$ cat src/inc/spi_byte_shift_port_map.vh
`ifndef SPI_BYTE_SHIFT_PORT_MAP_VH
`define SPI_BYTE_SHIFT_PORT_MAP_VH

// ==========================================
// register offsets, bank 0
`define ADDR_SERIAL_TRANSMIT_BUFFER 8'h29
`define ADDR_SERIAL_RECEIVE_BUFFER  8'h2a
`define ADDR_SERIAL_CONTROL_STATUS  8'h2b

// ==========================================
// control/status field positions
`define CSR_LSB_FIRST  7
`define CSR_OVERRUN    6
`define CSR_COMPLETE   5
`define CSR_TX_EMPTY   4
`define CSR_RX_FULL    3
`define CSR_PHASE      2
`define CSR_POLARITY   1
`define CSR_ENABLE     0

// ==========================================
// reset values
`define RST_TRANSMIT_BUFFER 8'h00
`define RST_RECEIVE_BUFFER  8'h00
`define RST_CONFIG          1'b0

// ==========================================
// sizes
`define DATA_WIDTH    8
`define RX_FIFO_DEPTH 32
`define BIT_COUNT_W   3
`define LAST_BIT      3'h7

`endif

$ cat src/rtl/byte_fifo.v
`timescale 1ns/100ps
`include "spi_byte_shift_port_map.vh"

module byte_fifo #(
	parameter WIDTH = `DATA_WIDTH,
	parameter DEPTH = `RX_FIFO_DEPTH
) (
	// clock and reset
	input  wire             clock_i,
	input  wire             reset_i,
	input  wire             ce_i,
	// fill side
	input  wire             in_valid_i,
	output wire             in_ready_o,
	input  wire [WIDTH-1:0] in_data_i,
	// drain side
	output reg              out_valid_o,
	input  wire             out_ready_i,
	output reg  [WIDTH-1:0] out_data_o
);
	localparam AW = $clog2(DEPTH);

	reg [WIDTH-1:0] mem [0:DEPTH-1];
	reg [AW-1:0]    wr_ptr;
	reg [AW-1:0]    rd_ptr;
	reg [AW:0]      count;

	wire push;
	wire load_out;

	// ==========================================
	// control
	assign in_ready_o = (count != DEPTH[AW:0]);
	assign push       = in_valid_i & in_ready_o;
	// output register refills whenever it is free or being taken
	assign load_out   = (count != {(AW+1){1'b0}}) & (~out_valid_o | out_ready_i);

	always @(posedge clock_i) begin
		// storage freezes with the rest of the state
		if (ce_i & push) begin
			mem[wr_ptr] <= in_data_i;
		end
	end

	always @(posedge clock_i) begin
		if (reset_i) begin
			wr_ptr      <= {AW{1'b0}};
			rd_ptr      <= {AW{1'b0}};
			count       <= {(AW+1){1'b0}};
			out_valid_o <= 1'b0;
			out_data_o  <= {WIDTH{1'b0}};
		end else if (ce_i) begin
			if (push) begin
				wr_ptr <= wr_ptr + 1'b1;
			end
			if (load_out) begin
				out_data_o  <= mem[rd_ptr];
				rd_ptr      <= rd_ptr + 1'b1;
				out_valid_o <= 1'b1;
			end else if (out_ready_i) begin
				out_valid_o <= 1'b0;
			end
			if (push & ~load_out) begin
				count <= count + 1'b1;
			end else if (~push & load_out) begin
				count <= count - 1'b1;
			end
		end
	end
endmodule

$ cat src/rtl/spi_byte_shift_port.v
// Overview of operation
// - An 8-bit write-only transmit buffer at bank 0 offset 29h, reset to zero, holds the next byte to send.
// - An 8-bit read-only receive buffer at bank 0 offset 2ah, reset to zero, returns the oldest completed byte not yet read.
// - Control bit 7 clear shifts most significant bit first, set shifts least significant bit first.
// - Status bit 6 sets when a byte arrives before the previous one was read, and clears on a status read.
// - Status bit 5 sets on the eighth sample edge of a byte, and clears on a status read.
// - Status bit 4, transmit empty, reads one after reset and whenever the block is disabled.
// - A write to the transmit buffer while enabled clears transmit empty, which is the block's default event.
// - The transmit-empty event fires only once a written byte has moved into the shifter.
// - Status bit 3 sets when a byte loads into the receive buffer and clears on a receive buffer read.
// - Phase bit 2 clear samples on the leading edge and changes on the trailing, set does the reverse.
// - Polarity bit 1 clear means the serial clock idles low, set means it idles high.
// - Control bit 0 enables the serial function and resets to zero.
`timescale 1ns/100ps
`include "spi_byte_shift_port_map.vh"

module spi_byte_shift_port (
	// clock, reset, enable
	input  wire       clock_i,
	input  wire       reset_i,
	input  wire       ce_i,
	// register port
	input  wire       bank_select_bit_i,
	input  wire [7:0] io_addr_i,
	input  wire       io_wr_i,
	input  wire       io_rd_i,
	input  wire [7:0] io_wdata_i,
	output reg  [7:0] io_rdata_o,
	// serial link
	input  wire       sclk_i,
	input  wire       mosi_i,
	input  wire       ss_n_i,
	output reg        miso_o,
	output wire       miso_oe_n_o,
	// events
	output reg        tx_empty_event_o,
	output reg        complete_event_o
);
	// ==========================================
	// shift helper
	function [7:0] shift_in;
		input [7:0] value;
		input       bit_in;
		input       lsb_first;
		begin
			if (lsb_first) begin
				shift_in = {bit_in, value[7:1]};
			end else begin
				shift_in = {value[6:0], bit_in};
			end
		end
	endfunction

	// ==========================================
	// bit presented on the output pin
	function out_bit;
		input [7:0] value;
		input       lsb_first;
		begin
			if (lsb_first) begin
				out_bit = value[0];
			end else begin
				out_bit = value[7];
			end
		end
	endfunction

	// ==========================================
	// configuration and state
	reg                      cfg_lsb_first;
	reg                      cfg_phase;
	reg                      cfg_polarity;
	reg                      cfg_enable;
	reg                      overrun;
	reg                      complete;
	reg                      tx_full;
	reg                      rx_full;
	reg  [7:0]               tx_buf;
	reg  [7:0]               rx_buf;
	reg  [7:0]               tx_shift;
	reg  [7:0]               rx_shift;
	reg                      shifter_loaded;
	reg  [`BIT_COUNT_W-1:0]  bit_count;

	// pin synchronisers
	reg                      sclk_s1;
	reg                      sclk_s2;
	reg                      sclk_s3;
	reg                      mosi_s1;
	reg                      mosi_s2;
	reg                      ss_n_s1;
	reg                      ss_n_s2;

	// ==========================================
	// address decode
	reg  sel_tx;
	reg  sel_rx;
	reg  sel_csr;

	always @* begin
		sel_tx  = 1'b0;
		sel_rx  = 1'b0;
		sel_csr = 1'b0;
		// the other bank reaches none of these registers
		if (bank_select_bit_i) begin
			sel_tx = 1'b0;
		end else if (io_addr_i == `ADDR_SERIAL_TRANSMIT_BUFFER) begin
			sel_tx = 1'b1;
		end else if (io_addr_i == `ADDR_SERIAL_RECEIVE_BUFFER) begin
			sel_rx = 1'b1;
		end else if (io_addr_i == `ADDR_SERIAL_CONTROL_STATUS) begin
			sel_csr = 1'b1;
		end
	end

	wire wr_tx  = io_wr_i & sel_tx;
	wire wr_csr = io_wr_i & sel_csr;
	wire rd_rx  = io_rd_i & sel_rx;
	wire rd_csr = io_rd_i & sel_csr;

	// ==========================================
	// link edge detection
	wire link_active  = cfg_enable & ~ss_n_s2;
	// third sclk stage only feeds the edge compare; miso settles about four
	// clocks after a change edge, so an sclk half period needs more than four
	// fold polarity so the leading edge is always a rise
	wire clk_now      = sclk_s2 ^ cfg_polarity;
	wire clk_before   = sclk_s3 ^ cfg_polarity;
	wire edge_lead    = clk_now & ~clk_before;
	wire edge_trail   = ~clk_now & clk_before;
	wire sample_edge  = link_active & (cfg_phase ? edge_trail : edge_lead);
	wire change_edge  = link_active & (cfg_phase ? edge_lead : edge_trail);
	wire last_sample  = sample_edge & (bit_count == `LAST_BIT);
	wire [7:0] rx_next = shift_in(rx_shift, mosi_s2, cfg_lsb_first);

	// the first bit is already presented at load, so a change edge only
	// advances between samples; a stray trailing edge cannot skip a bit
	wire advance_tx   = change_edge & (bit_count != {`BIT_COUNT_W{1'b0}});
	wire move_to_shift = cfg_enable & tx_full & ~shifter_loaded & ~advance_tx;

	// ==========================================
	// receive path buffer
	wire       fifo_in_ready;
	wire       fifo_out_valid;
	wire [7:0] fifo_out_data;
	wire       fifo_out_ready = ~rx_full | rd_rx;
	wire       rx_load        = fifo_out_valid & fifo_out_ready;
	// the fifo soaks up bursts so a slow reader loses nothing until it fills
	// a full buffer is the back-pressure: the byte is lost and flagged
	wire       rx_lost        = last_sample & ~fifo_in_ready;

	byte_fifo #(
		.WIDTH (`DATA_WIDTH),
		.DEPTH (`RX_FIFO_DEPTH)
	) rx_fifo (
		.clock_i     (clock_i),
		.reset_i     (reset_i),
		.ce_i        (ce_i),
		.in_valid_i  (last_sample),
		.in_ready_o  (fifo_in_ready),
		.in_data_i   (rx_next),
		.out_valid_o (fifo_out_valid),
		.out_ready_i (fifo_out_ready),
		.out_data_o  (fifo_out_data)
	);

	// ==========================================
	// synchronisers
	// select resets high so no false frame start follows reset
	always @(posedge clock_i) begin
		if (reset_i) begin
			sclk_s1 <= 1'b0;
			sclk_s2 <= 1'b0;
			sclk_s3 <= 1'b0;
			mosi_s1 <= 1'b0;
			mosi_s2 <= 1'b0;
			ss_n_s1 <= 1'b1;
			ss_n_s2 <= 1'b1;
		end else if (ce_i) begin
			sclk_s1 <= sclk_i;
			sclk_s2 <= sclk_s1;
			sclk_s3 <= sclk_s2;
			mosi_s1 <= mosi_i;
			mosi_s2 <= mosi_s1;
			ss_n_s1 <= ss_n_i;
			ss_n_s2 <= ss_n_s1;
		end
	end

	// ==========================================
	// configuration register
	always @(posedge clock_i) begin
		if (reset_i) begin
			cfg_lsb_first <= `RST_CONFIG;
			cfg_phase     <= `RST_CONFIG;
			cfg_polarity  <= `RST_CONFIG;
			cfg_enable    <= `RST_CONFIG;
		end else if (ce_i & wr_csr) begin
			// status bits of the written byte are dropped
			// order, phase and polarity are only safe to change while disabled
			cfg_lsb_first <= io_wdata_i[`CSR_LSB_FIRST];
			cfg_phase     <= io_wdata_i[`CSR_PHASE];
			cfg_polarity  <= io_wdata_i[`CSR_POLARITY];
			cfg_enable    <= io_wdata_i[`CSR_ENABLE];
		end
	end

	// ==========================================
	// transmit buffer and shifter
	always @(posedge clock_i) begin
		if (reset_i) begin
			tx_buf         <= `RST_TRANSMIT_BUFFER;
			tx_full        <= 1'b0;
			tx_shift       <= 8'h00;
			shifter_loaded <= 1'b0;
			bit_count      <= {`BIT_COUNT_W{1'b0}};
			miso_o         <= 1'b0;
		end else if (ce_i) begin
			// a write while a byte waits replaces it; the old byte is not sent
			if (wr_tx) begin
				tx_buf <= io_wdata_i;
			end
			if (~cfg_enable) begin
				// disabling drops any byte in flight
				tx_full        <= 1'b0;
				shifter_loaded <= 1'b0;
				bit_count      <= {`BIT_COUNT_W{1'b0}};
			end else begin
				if (wr_tx) begin
					tx_full <= 1'b1;
				end else if (move_to_shift) begin
					tx_full <= 1'b0;
				end
				if (ss_n_s2) begin
					bit_count <= {`BIT_COUNT_W{1'b0}};
				end else if (sample_edge) begin
					bit_count <= bit_count + 1'b1;
				end
				if (move_to_shift) begin
					tx_shift       <= tx_buf;
					shifter_loaded <= 1'b1;
				end else if (advance_tx) begin
					tx_shift <= shift_in(tx_shift, 1'b0, cfg_lsb_first);
				end
				if (last_sample) begin
					shifter_loaded <= 1'b0;
				end
			end
			if (move_to_shift) begin
				miso_o <= out_bit(tx_buf, cfg_lsb_first);
			end else begin
				miso_o <= out_bit(tx_shift, cfg_lsb_first);
			end
		end
	end

	// drive only while selected and enabled
	assign miso_oe_n_o = ~link_active;

	// ==========================================
	// receive shifter and receive buffer
	always @(posedge clock_i) begin
		if (reset_i) begin
			rx_shift <= 8'h00;
			rx_buf   <= `RST_RECEIVE_BUFFER;
			rx_full  <= 1'b0;
		end else if (ce_i) begin
			if (sample_edge) begin
				rx_shift <= rx_next;
			end
			if (rx_load) begin
				rx_buf  <= fifo_out_data;
				rx_full <= 1'b1;
			end else if (rd_rx) begin
				rx_full <= 1'b0;
			end
		end
	end

	// ==========================================
	// sticky status; a set in the clearing cycle wins
	// overrun also counts a byte still queued, so loss is seen early
	wire overrun_set = last_sample & (rx_full | fifo_out_valid | rx_lost);

	always @(posedge clock_i) begin
		if (reset_i) begin
			overrun  <= 1'b0;
			complete <= 1'b0;
		end else if (ce_i) begin
			if (overrun_set) begin
				overrun <= 1'b1;
			end else if (rd_csr) begin
				overrun <= 1'b0;
			end
			if (last_sample) begin
				complete <= 1'b1;
			end else if (rd_csr) begin
				complete <= 1'b0;
			end
		end
	end

	// ==========================================
	// event pulses
	// one clock wide; a level would hide back-to-back bytes
	always @(posedge clock_i) begin
		if (reset_i) begin
			tx_empty_event_o <= 1'b0;
			complete_event_o <= 1'b0;
		end else if (ce_i) begin
			tx_empty_event_o <= move_to_shift;
			complete_event_o <= last_sample;
		end
	end

	// ==========================================
	// read data
	wire [7:0] csr_value = {cfg_lsb_first,
	                        overrun,
	                        complete,
	                        ~tx_full | ~cfg_enable,
	                        rx_full,
	                        cfg_phase,
	                        cfg_polarity,
	                        cfg_enable};

	always @(posedge clock_i) begin
		if (reset_i) begin
			io_rdata_o <= 8'h00;
		end else if (ce_i) begin
			if (rd_csr) begin
				io_rdata_o <= csr_value;
			end else if (rd_rx) begin
				io_rdata_o <= rx_buf;
			end else if (io_rd_i & ~bank_select_bit_i) begin
				// transmit buffer and unmapped offsets read as zero;
				// an access to the other bank leaves the last data standing
				io_rdata_o <= 8'h00;
			end
		end
	end
endmodule

$ cat config.mk
export PLATFORM = sky130hd
export DESIGN_NAME = spi_byte_shift_port
export DESIGN_NICKNAME = d
export VERILOG_FILES = /design/src/rtl/byte_fifo.v /design/src/rtl/spi_byte_shift_port.v
export VERILOG_INCLUDE_DIRS = /design/src /design/src/inc
export SDC_FILE = /design/constraint.sdc
export NUM_CORES = 1
export LEC_CHECK = 0
export BUFFER_PORTS_ARGS = -buffer_cell sky130_fd_sc_hd__buf_2
export CORE_ASPECT_RATIO = 1.5
export CORE_MARGIN = 1.5
export CORE_UTILIZATION = 56
export CTS_CLUSTER_SIZE = 30
export DETAILED_ROUTE_END_ITERATION = 10
export GPL_TIMING_DRIVEN = 1
export PLACE_DENSITY = 0.86
export RECOVER_POWER = 50
export SLEW_MARGIN = 20
export SYNTH_ARGS = -nofsm -noshare
export SYNTH_HDL_FRONTEND = slang
export SYNTH_SLANG_ARGS = --single-unit
$ cat constraint.sdc
create_clock -name clock_i -period 3.2 [get_ports clock_i]
set_clock_uncertainty 0.1 [all_clocks]
set_input_delay 0.32 -clock clock_i [delete_from_list [all_inputs] [get_ports clock_i]]
set_output_delay 0.32 -clock clock_i [all_outputs]
set_load 0.05 [all_outputs]
==> results of run 1 <==
[power by group through the flow]
stage | Clock (mW) | Sequential (mW) | Combinational (mW)
5_1_grt | 3.85 | 4.94 | 1.15
4_1_cts | 3.69 | 4.93 | 1.08
2_1_floorplan | 0 | 4.95 | 0.847
6_report | 3.66 | 4.93 | 1.07
3_3_place_gp | 0 | 5.02 | 1.02
3_5_place_dp | 0 | 5.02 | 1.06
[synth_stat cells, types with 11 or more instances]
| master | count | area share |
|---|---|---|
| dfxtp_1 | 87 | 0.13 |
| edfxtp_1 | 256 | 0.55 |
| mux2i_1 | 67 | 0.048 |
| clkbuf_1 | 27 | 0.0073 |
| o22ai_1 | 12 | 0.0054 |
| a22oi_1 | 24 | 0.013 |
| nor2b_1 | 11 | 0.0049 |
| ha_1 | 13 | 0.012 |
| a21oi_1 | 48 | 0.017 |
| a211oi_1 | 18 | 0.0097 |
| inv_1 | 22 | 0.0059 |
| buf_2 | 11 | 0.0040 |
| o21ai_0 | 14 | 0.0050 |
| nand2_1 | 34 | 0.0092 |
| nor2_1 | 94 | 0.025 |
| mux4_2 | 49 | 0.079 |
| mux2_2 | 13 | 0.011 |
[metal layers]
metal  up-vias  global-route usage  part of all wire
met5         -                   0                 0
met4         0              0.1309             0.056
met3       107             0.03204             0.064
met2       402              0.4409              0.53
met1      4144              0.2684              0.35
li1       3676                   -                 -
[cells in the final DEF (no fill, tap or decap), types with 5 or more instances in the layout]
cell / instances
mux4_2: 49
nor2b_1: 11
clkinv_2: 5
mux2_2: 5
inv_1: 21
o21ai_0: 14
nand2b_1: 6
o221ai_1: 10
nor2_1: 95
a211oi_1: 18
a32o_1: 7
mux2_1: 8
buf_2: 23
a221oi_1: 7
ha_1: 12
a22oi_1: 24
buf_4: 22
nand3b_1: 6
mux2i_1: 67
edfxtp_1: 256
clkbuf_1: 21
nand2_1: 34
a21oi_1: 47
nand3_1: 10
o22ai_1: 12
dlygate4sd3_1: 11
xnor2_1: 8
clkinv_1: 6
clkbuf_16: 31
dfxtp_1: 85
[cell families after synthesis]
family          share of synthesized area
xor+xnor                         0.005669
buf+inv                           0.02213
fa+ha+maj                         0.01314
flops                              0.6781
compound gates                    0.07936
simple gates                      0.06352
mux                                0.1381
[critical path, cell delays in order, from the launching register on]
cell and delay (ns):
dfxtp_1 0.35, xnor2_1 0.31, mux2i_1 0.26, nand3_1 0.20
nor2_1 0.19, ha_2 0.21, inv_2 0.06, buf_4 0.13
ha_1 0.22, nor4_1 0.33, o21ai_1 0.14, nand3_1 0.10
mux2_2 0.32
[final cells by class]
type | count | area (um^2)
clock buffer | 35 | 790.8
clock inverter | 20 | 206.4
fill | 1644 | 8777
inverter | 23 | 86.33
multi-input combinational | 501 | 4169
sequential | 343 | 9434
tap | 324 | 405.4
timing repair buffer | 75 | 479.2
[flip-flops by register name (all words and copies together), names as in the netlist, 3 cells and up]
signal,cells
io_rdata_o,8
tx_shift,8
rx_fifo.count,6
rx_buf,8
rx_fifo.mem,256
rx_shift,8
rx_fifo.wr_ptr,5
rx_fifo.rd_ptr,5
bit_count,3
rx_fifo.out_data_o,8
tx_buf,8
[final timing paths]
check / endpoint / cells past startpoint
worst min-delay path: tx_buf[7] / 3
worst max register to register: rx_fifo.count[5] / 12
worst max-delay path: rx_fifo.count[5] / 12
worst min register to register: complete_event_o / 2
[stage by stage]
step	cells	util
6_report	1321	0.6395
5_1_grt	1321	0.6395
4_1_cts	1321	0.6419
3_5_place_dp	1255	0.5964
3_3_place_gp	1255	0.5964
2_1_floorplan	918	-
==> metrics, run 1 <==
CTS Hold Bufs 11; setup repair bufs after CTS 0; clock transition at the registers of the reported paths ~0.070 ns; Comb pwr share 0.111; clk_lat worst skew 0.55 ns; slew of the pin with the lowest slew margin 1.675 ns; Post-Synthesis Cells 918; Final Cycle Share 0.9525; vias post-DR 8329; Fmax achieved 0.3281 GHz; HPWL after DPL just under 20 mm; CP Max Fanout 4; clock power share 0.379; Pint 7.373 mW; initial antenna violation count 0; RSZ-0062 raised after global routing false; hold crit path type in2reg; P_leak 5.250 nW; failing checks capacitance limit, slew limit; final hold violations 0; first-pass GRT wire length 47.87 mm; CP startpoint cfg_polarity; GP Congestion 0.8518; Worst EP arrival 3.39 ns; maximum VDD drop 0.4448 mV; register share of total power 0.510; startpoint class of the critical path register; Fin Hold WS about 0.067 ns; top_reg_cell synth edfxtp_1; vias in the first global route 8649; Max Slew Vio Count 40; Antenna diodes 0; PnR worst setup slack 0.1521 ns; Num CTS Buffers 30; grt ovf 0; clock sink total 343; Post-synth EDFFs 256; # H-tree levels 1; DRC Markers 0; Seq/Total Area, Yosys 0.6781; WL per Instance roughly 23 um; Layout Nets 1013; syn nets 957; largest net degree at the start of global routing 43; worst r2r src cfg_polarity; distinct cell type count after synthesis 54; hold_sp io_addr_i[1]; Pwr Total 9.656 mW; R2R setup slack 0.15 ns; minimum clock period 3.048 ns; PostCTS Resize Cnt 0; CTS tree built; Worst EP required 3.54 ns; worst slack, placed -0.1263 ns; area of placed instances 14520 um^2; Antenna Violating Nets Remaining 0; post-layout instance area approximately 16000 um^2; type of destination of the critical path register; Core Rows 70; power per cell area 620.1 nW/um^2; core area 24350 um^2; Sw Pwr about 2.3 mW; ys async rst share 0; Iteration-0 DRC Markers approximately 710; overall die area 25810 um^2; synthesis warning total 0; Area Growth Syn to Fin 11.98%; average cell area after synthesis 15.15 um^2; io pins 37; sw frac 0.2365; routed wire length 30.34 mm; Die X about 130 um; layout cells sized above 1 0.1605; DR pass1 iterations 5; outcome finished with violations; deepest clock path buffer count 3; flops & latches, synth 343; Die H 196.0 um; max_cap viols 1; vias per std cell roughly 6.3; kind of critical path reg2reg; Buffers on Ports 36; Final Setup Violations 0; Slew HR -0.1169; initial core utilization 0.5711; GRT Total Usage 0.2396; CTS Root Cell clkbuf_16; setup TNS 0 ns; Mapped Area roughly 14000 um^2
No activity file was read; power rests on OpenSTA's default activity.
==> run 2, diff against run 1 <==
--- a/config.mk
+++ b/config.mk
@@ -13,6 +13,7 @@
 export CTS_CLUSTER_SIZE = 30
 export DETAILED_ROUTE_END_ITERATION = 10
 export GPL_TIMING_DRIVEN = 1
+export MAX_ROUTING_LAYER = met4
 export PLACE_DENSITY = 0.86
 export RECOVER_POWER = 50
 export SLEW_MARGIN = 20
==> run 2 against run 1 <==
Effect of this change:
- the run still ends with capacitance limit, slew limit left
- first-iteration DRC count up 1.4%
- combinational power about the same
- sequential power about the same
- worst hold slack better by 0.0064 ns
- power about the same
- sequential share of layout area about the same
- worst setup slack better by 0.0082 ns
- global-route usage up 0.73 points
- non-clock buffer count unchanged
==> metrics, run 2 (same netlist as run 1, synthesis figures left out) <==
outcome finished with violations; failing checks capacitance limit, slew limit; Slew HR -0.1814 (-0.06453); Area Growth Syn to Fin 12.03% (about the same); Core Util, Final 0.6398 (about the same); P_leak 5.255 nW (about the same); CTS Root Cell clkbuf_16; grt met2 use 0.4402 (-0.0007797); RSZ-0062 raised after global routing false; Antenna Violating Nets Remaining 0 (unchanged); deepest clock path buffer count 3 (unchanged); Final Setup Violations 0 (unchanged); Layout Nets 1013 (unchanged); area of placed instances 14520 um^2 (unchanged); post-layout instance area 15580 um^2 (about the same); power per cell area 619.5 nW/um^2 (about the same); WL per Instance 22.96 um (about the same); final hold violations 0 (unchanged); minimum clock period 3.040 ns (-0.008211 ns); Worst EP required 3.54 ns (about the same); Antenna diodes 0 (unchanged); Worst EP arrival 3.38 ns (about the same); Num CTS Buffers 30 (unchanged); type of destination of the critical path register; DR pass1 iterations 5 (unchanged); maximum VDD drop 0.4436 mV (-0.26%); Final Cycle Share 0.9499 (-0.002566); startpoint class of the critical path register; io pins 37 (unchanged); overall die area 25810 um^2 (unchanged); initial antenna violation count 0 (unchanged); grt ovf 0 (unchanged); clk_lat worst skew 0.55 ns (about the same); first-pass GRT wire length 47.77 mm (-0.20%); slew of the pin with the lowest slew margin 1.772 ns (+0.09680 ns); CP Max Fanout 4 (unchanged); worst slack, placed -0.1263 ns (unchanged); Buffers on Ports 36 (unchanged); largest register by flop count rx_fifo.mem; clock transition at the registers of the reported paths 0.07 ns (about the same); commonest cells after routing, fill and taps aside edfxtp_1 (256), nor2_1 (95), dfxtp_1 (86); DRC Markers 0 (unchanged); largest net degree at the start of global routing 43 (unchanged); GRT Total Usage 0.2469 (+0.007313); met1 usage 0.2695 (+0.001084); vias post-DR 8349 (+0.24%); hold crit path type in2reg; most common cell after layout, fill and taps aside edfxtp_1; Die X 131.7 um (unchanged); CTS tree built; HPWL after DPL 19.67 mm (unchanged); layout cells sized above 1 0.1585 (-0.002006); dpl cells 1255 (unchanged); Max Slew Vio Count 39 (-2.5%); Core Rows 70 (unchanged); core area 24350 um^2 (unchanged); Die H 196.0 um (unchanged); count of non-filler cells in the finished layout 1321 (unchanged); vias in the first global route 8633 (-0.18%); PnR worst setup slack 0.1603 ns (+0.008211 ns); met3 usage 0.03101 (-0.001034); vias per std cell 6.320 (+0.24%); Fin Hold WS 0.07344 ns (+0.006389 ns); fillers 1643 (-0.061%); initial core utilization 0.5711 (unchanged); Fmax achieved 0.3290 GHz (+0.27%); max_cap viols 1 (unchanged); setup TNS 0 ns (unchanged); GP Congestion 0.8653 (+1.6%); Pwr Total 9.652 mW (about the same); routed wire length 30.33 mm (about the same); clock sink total 343 (unchanged); max reg flops 256 (unchanged); # H-tree levels 1 (unchanged); Iteration-0 DRC Markers 721 (+1.4%); GRT Max-Usage Layer met2; kind of critical path reg2reg
## run 2: changes by cell type in the layout (fill, tap and decap cells not counted)
cell / previous run / this run
buf_12: 1 / 2
nor4_2: 2 / 1
dfxtp_1: 85 / 86
nor4_1: 3 / 4
clkbuf_2: 1 / 0
dfxtp_2: 1 / 0
## run 2: metal layers
metal,part of all wire,wire length (um),vias to the layer above
met5,0,0,-
met4,0.056,1698,0
met3,0.070,2122,105
met2,0.53,16110,463
met1,0.34,10400,4090
li1,-,-,3691
## run 2: report_power, final
| part | internal (mW) | switching (mW) |
|---|---|---|
| Sequential | 4.79 | 0.133 |
| Combinational | 0.493 | 0.587 |
| Clock | 2.09 | 1.56 |
## run 2: repair_timing
action / CTS / global route
gates resized for setup: 0 / 0
hold endpoints to repair: 13 / 0
setup buffers: 0 / 0
hold buffers: 11 / 0
## run 2: worst paths after layout
check / cells after the start / start / end / slack (ns)
worst min-delay path: 3 / io_addr_i[1] / tx_buf[7] / 0.07
worst max-delay path: 12 / cfg_polarity / rx_fifo.count[5] / 0.16
worst max register to register: 12 / cfg_polarity / rx_fifo.count[5] / 0.16
worst min register to register: 2 / complete_event_o / complete_event_o / 0.37
## run 2: layout make-up
class / instances / area, um^2 / area share
clock buffers: 35 / 790.8 / 0.05076
clock inverters: 20 / 206.4 / 0.01325
inverters: 23 / 86.33 / 0.005542
multi-input cells: 501 / 4163 / 0.2672
flip-flops and latches: 343 / 9433 / 0.6055
well taps: 324 / 405.4 / 0.02602
repair buffers: 75 / 494.2 / 0.03172
## run 2: worst max-delay path, cell delays in order, from the launching register on
cell and delay [ns]:
dfxtp_1 0.35, xnor2_1 0.31, mux2i_1 0.26, nand3_1 0.19
nor2_1 0.19, ha_2 0.21, inv_2 0.06, buf_4 0.13
ha_1 0.22, nor4_1 0.34, o21ai_1 0.14, nand3_1 0.10
mux2_2 0.32
==> run 3, diff against run 2 <==
--- a/config.mk
+++ b/config.mk
@@ -7,14 +7,16 @@
 export NUM_CORES = 1
 export LEC_CHECK = 0
 export BUFFER_PORTS_ARGS = -buffer_cell sky130_fd_sc_hd__buf_2
-export CORE_ASPECT_RATIO = 1.5
+export CAP_MARGIN = 20
+export CORE_ASPECT_RATIO = 0.7
 export CORE_MARGIN = 1.5
-export CORE_UTILIZATION = 56
+export CORE_UTILIZATION = 58
+export CTS_BUF_LIST = sky130_fd_sc_hd__clkbuf_8
 export CTS_CLUSTER_SIZE = 30
 export DETAILED_ROUTE_END_ITERATION = 10
 export GPL_TIMING_DRIVEN = 1
 export MAX_ROUTING_LAYER = met4
-export PLACE_DENSITY = 0.86
+export PLACE_DENSITY = 0.88
 export RECOVER_POWER = 50
 export SLEW_MARGIN = 20
 export SYNTH_ARGS = -nofsm -noshare
==> run 3 against run 2 <==
Effect of this change:
- the run still ends with capacitance limit, slew limit left
- final cell count increased by 4.3%
- clock power decreased by 18%
- power decreased by 6.9%
- fmax increased by 2.3%
- design area increased by 0.39%
- critical path depth decreased by 1
- sequential power about the same
- die area decreased by 3.4%
- clock-buffer cell count increased by 15
- first-iteration DRC count increased by 48%
- worst setup slack improved by 0.068 ns
- critical path type unchanged
- critical endpoint is now rx_fifo.count[4]
- highest routed layer unchanged
==> metrics, run 3 (same netlist as run 1, synthesis figures left out) <==
outcome finished with violations; failing checks capacitance limit, slew limit; max_cap viols 1 (unchanged); PnR worst setup slack 0.2282 ns (+0.06793 ns); CP max-delay cell or4_1; overall die area 24930 um^2 (-3.4%); setup repair bufs after CTS 0 (unchanged); Pwr Total 8.991 mW (-6.9%); DRC Markers 0 (unchanged); GRT Total Usage 0.2687 (+0.02181); Core Util, Final 0.6632 (+0.02336); RSZ-0062 raised after global routing false; CP Max Fanout 5 (+1); clock transition at the registers of the reported paths 0.06 ns (about the same); Worst EP arrival 3.37 ns (about the same); Antenna diodes 0 (unchanged); Area Growth Syn to Fin 12.46%; Core Rows 47 (-33%); area of placed instances 14750 um^2 (+1.6%); Slew HR -0.2180 (-0.03658); maximum VDD drop 0.3357 mV (-24%); Die X 188.1 um (+43%); fillers 1530 (-6.9%); # H-tree levels 2 (+1); Num CTS Buffers 49 (+63%); type of destination of the critical path register; most common cell after layout, fill and taps aside edfxtp_1; grt ovf 0 (unchanged); R2R setup slack 0.23 ns (+0.07 ns); Worst EP required 3.60 ns (+0.06 ns); slew of the pin with the lowest slew margin 1.827 ns (+0.05488 ns); Die H 132.6 um (-32%); Iteration-0 DRC Markers 1069 (+48%); CTS Hold Bufs 11 (unchanged); minimum clock period 2.972 ns (-0.06793 ns); Antenna Violating Nets Remaining 0 (unchanged); GP Congestion 0.8607 (-0.53%); post-layout instance area 15640 um^2 (+0.39%); Final Setup Violations 0 (unchanged); CTS tree built; PostCTS Resize Cnt 0 (unchanged); HPWL after DPL 20.11 mm (+2.2%); power per cell area 574.9 nW/um^2 (-7.2%); Max Slew Vio Count 38 (-2.6%); io pins 37 (unchanged); Final Cycle Share 0.9287 (-0.02123); vias post-DR 8621 (+3.3%); vias in the first global route 8552 (-0.94%); deepest clock path buffer count 3 (unchanged); DR pass1 iterations 6 (+1); largest register by flop count rx_fifo.mem; core area 23580 um^2 (-3.2%); kind of critical path reg2reg; routed wire length 31.68 mm (+4.4%); cell mode on critical path a21oi_1; max reg flops 256 (unchanged); Buffers on Ports 36 (unchanged); startpoint class of the critical path register; Layout Nets 1065 (+5.1%); worst slack, placed -0.1488 ns (-0.02247 ns); Critical path buffers and inverters 2 (unchanged); commonest cells after routing, fill and taps aside edfxtp_1 (256), nor2_1 (95), dfxtp_1 (85); final hold violations 0 (unchanged); first-pass GRT wire length 48.68 mm (+1.9%); layout cells sized above 1 0.1915 (+0.03303); WL per Instance 22.99 um (+0.11%); clk_lat worst skew 0.58 ns (+0.03 ns); largest net degree at the start of global routing 40 (-7.0%); vias per std cell 6.256 (-1.0%); CP max stage delay 0.62 ns (+0.27 ns); P_leak 5.412 nW (+3.0%); hold crit path type in2reg; worst-path cell chain or4_1 > o31ai_1 > ha_2 > inv_2 > buf_4 > fa_1 > a21o_1 > a21oi_1 > xnor2_1 > nand2_1 > a21oi_1; CP top delay family compound AO/OA/AOI/OAI gates; clock sink total 343 (unchanged); Fmax achieved 0.3365 GHz (+2.3%); initial antenna violation count 0 (unchanged); initial core utilization 0.5897 (+0.01858); setup TNS 0 ns (unchanged); CTS Root Cell clkbuf_8
[run 3: changes by cell type in the layout (fill, tap and decap cells not counted), moves of 4 or more]
cell,before,now
buf_4,22,53
bufinv_16,4,0
clkbuf_16,31,0
clkbuf_8,0,50
clkinv_1,6,15
inv_1,21,33
[run 3: power by group]
part / internal [mW] / switching, mW / total [mW]
Sequential: 4.80 / 0.153 / 4.95
Clock: 1.45 / 1.56 / 3.01
Combinational: 0.492 / 0.536 / 1.03
Total: 6.74 / 2.25 / 8.99
[run 3: final timing paths]
path                            depth (start not counted)             start          endpoint
worst max-delay path                                   11  rx_fifo.count[1]  rx_fifo.count[4]
worst min-delay path                                    3      io_addr_i[1]         tx_buf[7]
worst max register to register                         11  rx_fifo.count[1]  rx_fifo.count[4]
worst min register to register                          2  complete_event_o  complete_event_o
[run 3: final cells by class]
cell class | count | area, um^2 | area share
repair buffers | 108 | 719.4 | 0.04600
multi-input cells | 501 | 4163 | 0.2662
well taps | 318 | 397.9 | 0.02544
inverters | 23 | 86.33 | 0.005520
clock buffers | 50 | 688.2 | 0.04400
flip-flops and latches | 343 | 9434 | 0.6033
clock inverters | 35 | 150.1 | 0.009601
[run 3: metal layers]
layer	part of all wire	wire length [um]	track usage	up-vias
li1	-	-	-	3785
met3	0.11	3402	0.06366	70
met4	0.025	797	0.09333	0
met2	0.46	14530	0.3930	489
met1	0.41	12940	0.3730	4277
met5	0	0	-	-
[run 3: stage by stage]
| stage | cells | hold slack, ns |
|---|---|---|
| 2_1_floorplan | 918 | 0.3316 |
| 3_3_place_gp | 1282 | 0.3429 |
| 3_5_place_dp | 1282 | 0.3550 |
| 4_1_cts | 1378 | 0.02914 |
| 5_1_grt | 1378 | 0.05171 |
| 6_report | 1378 | 0.06213 |
[run 3: tightest hold or removal path: cells and delay by family]
family / cells / cell delay (ns)
buf+inv: 1 / 0.13
compound gates: 2 / 0.23
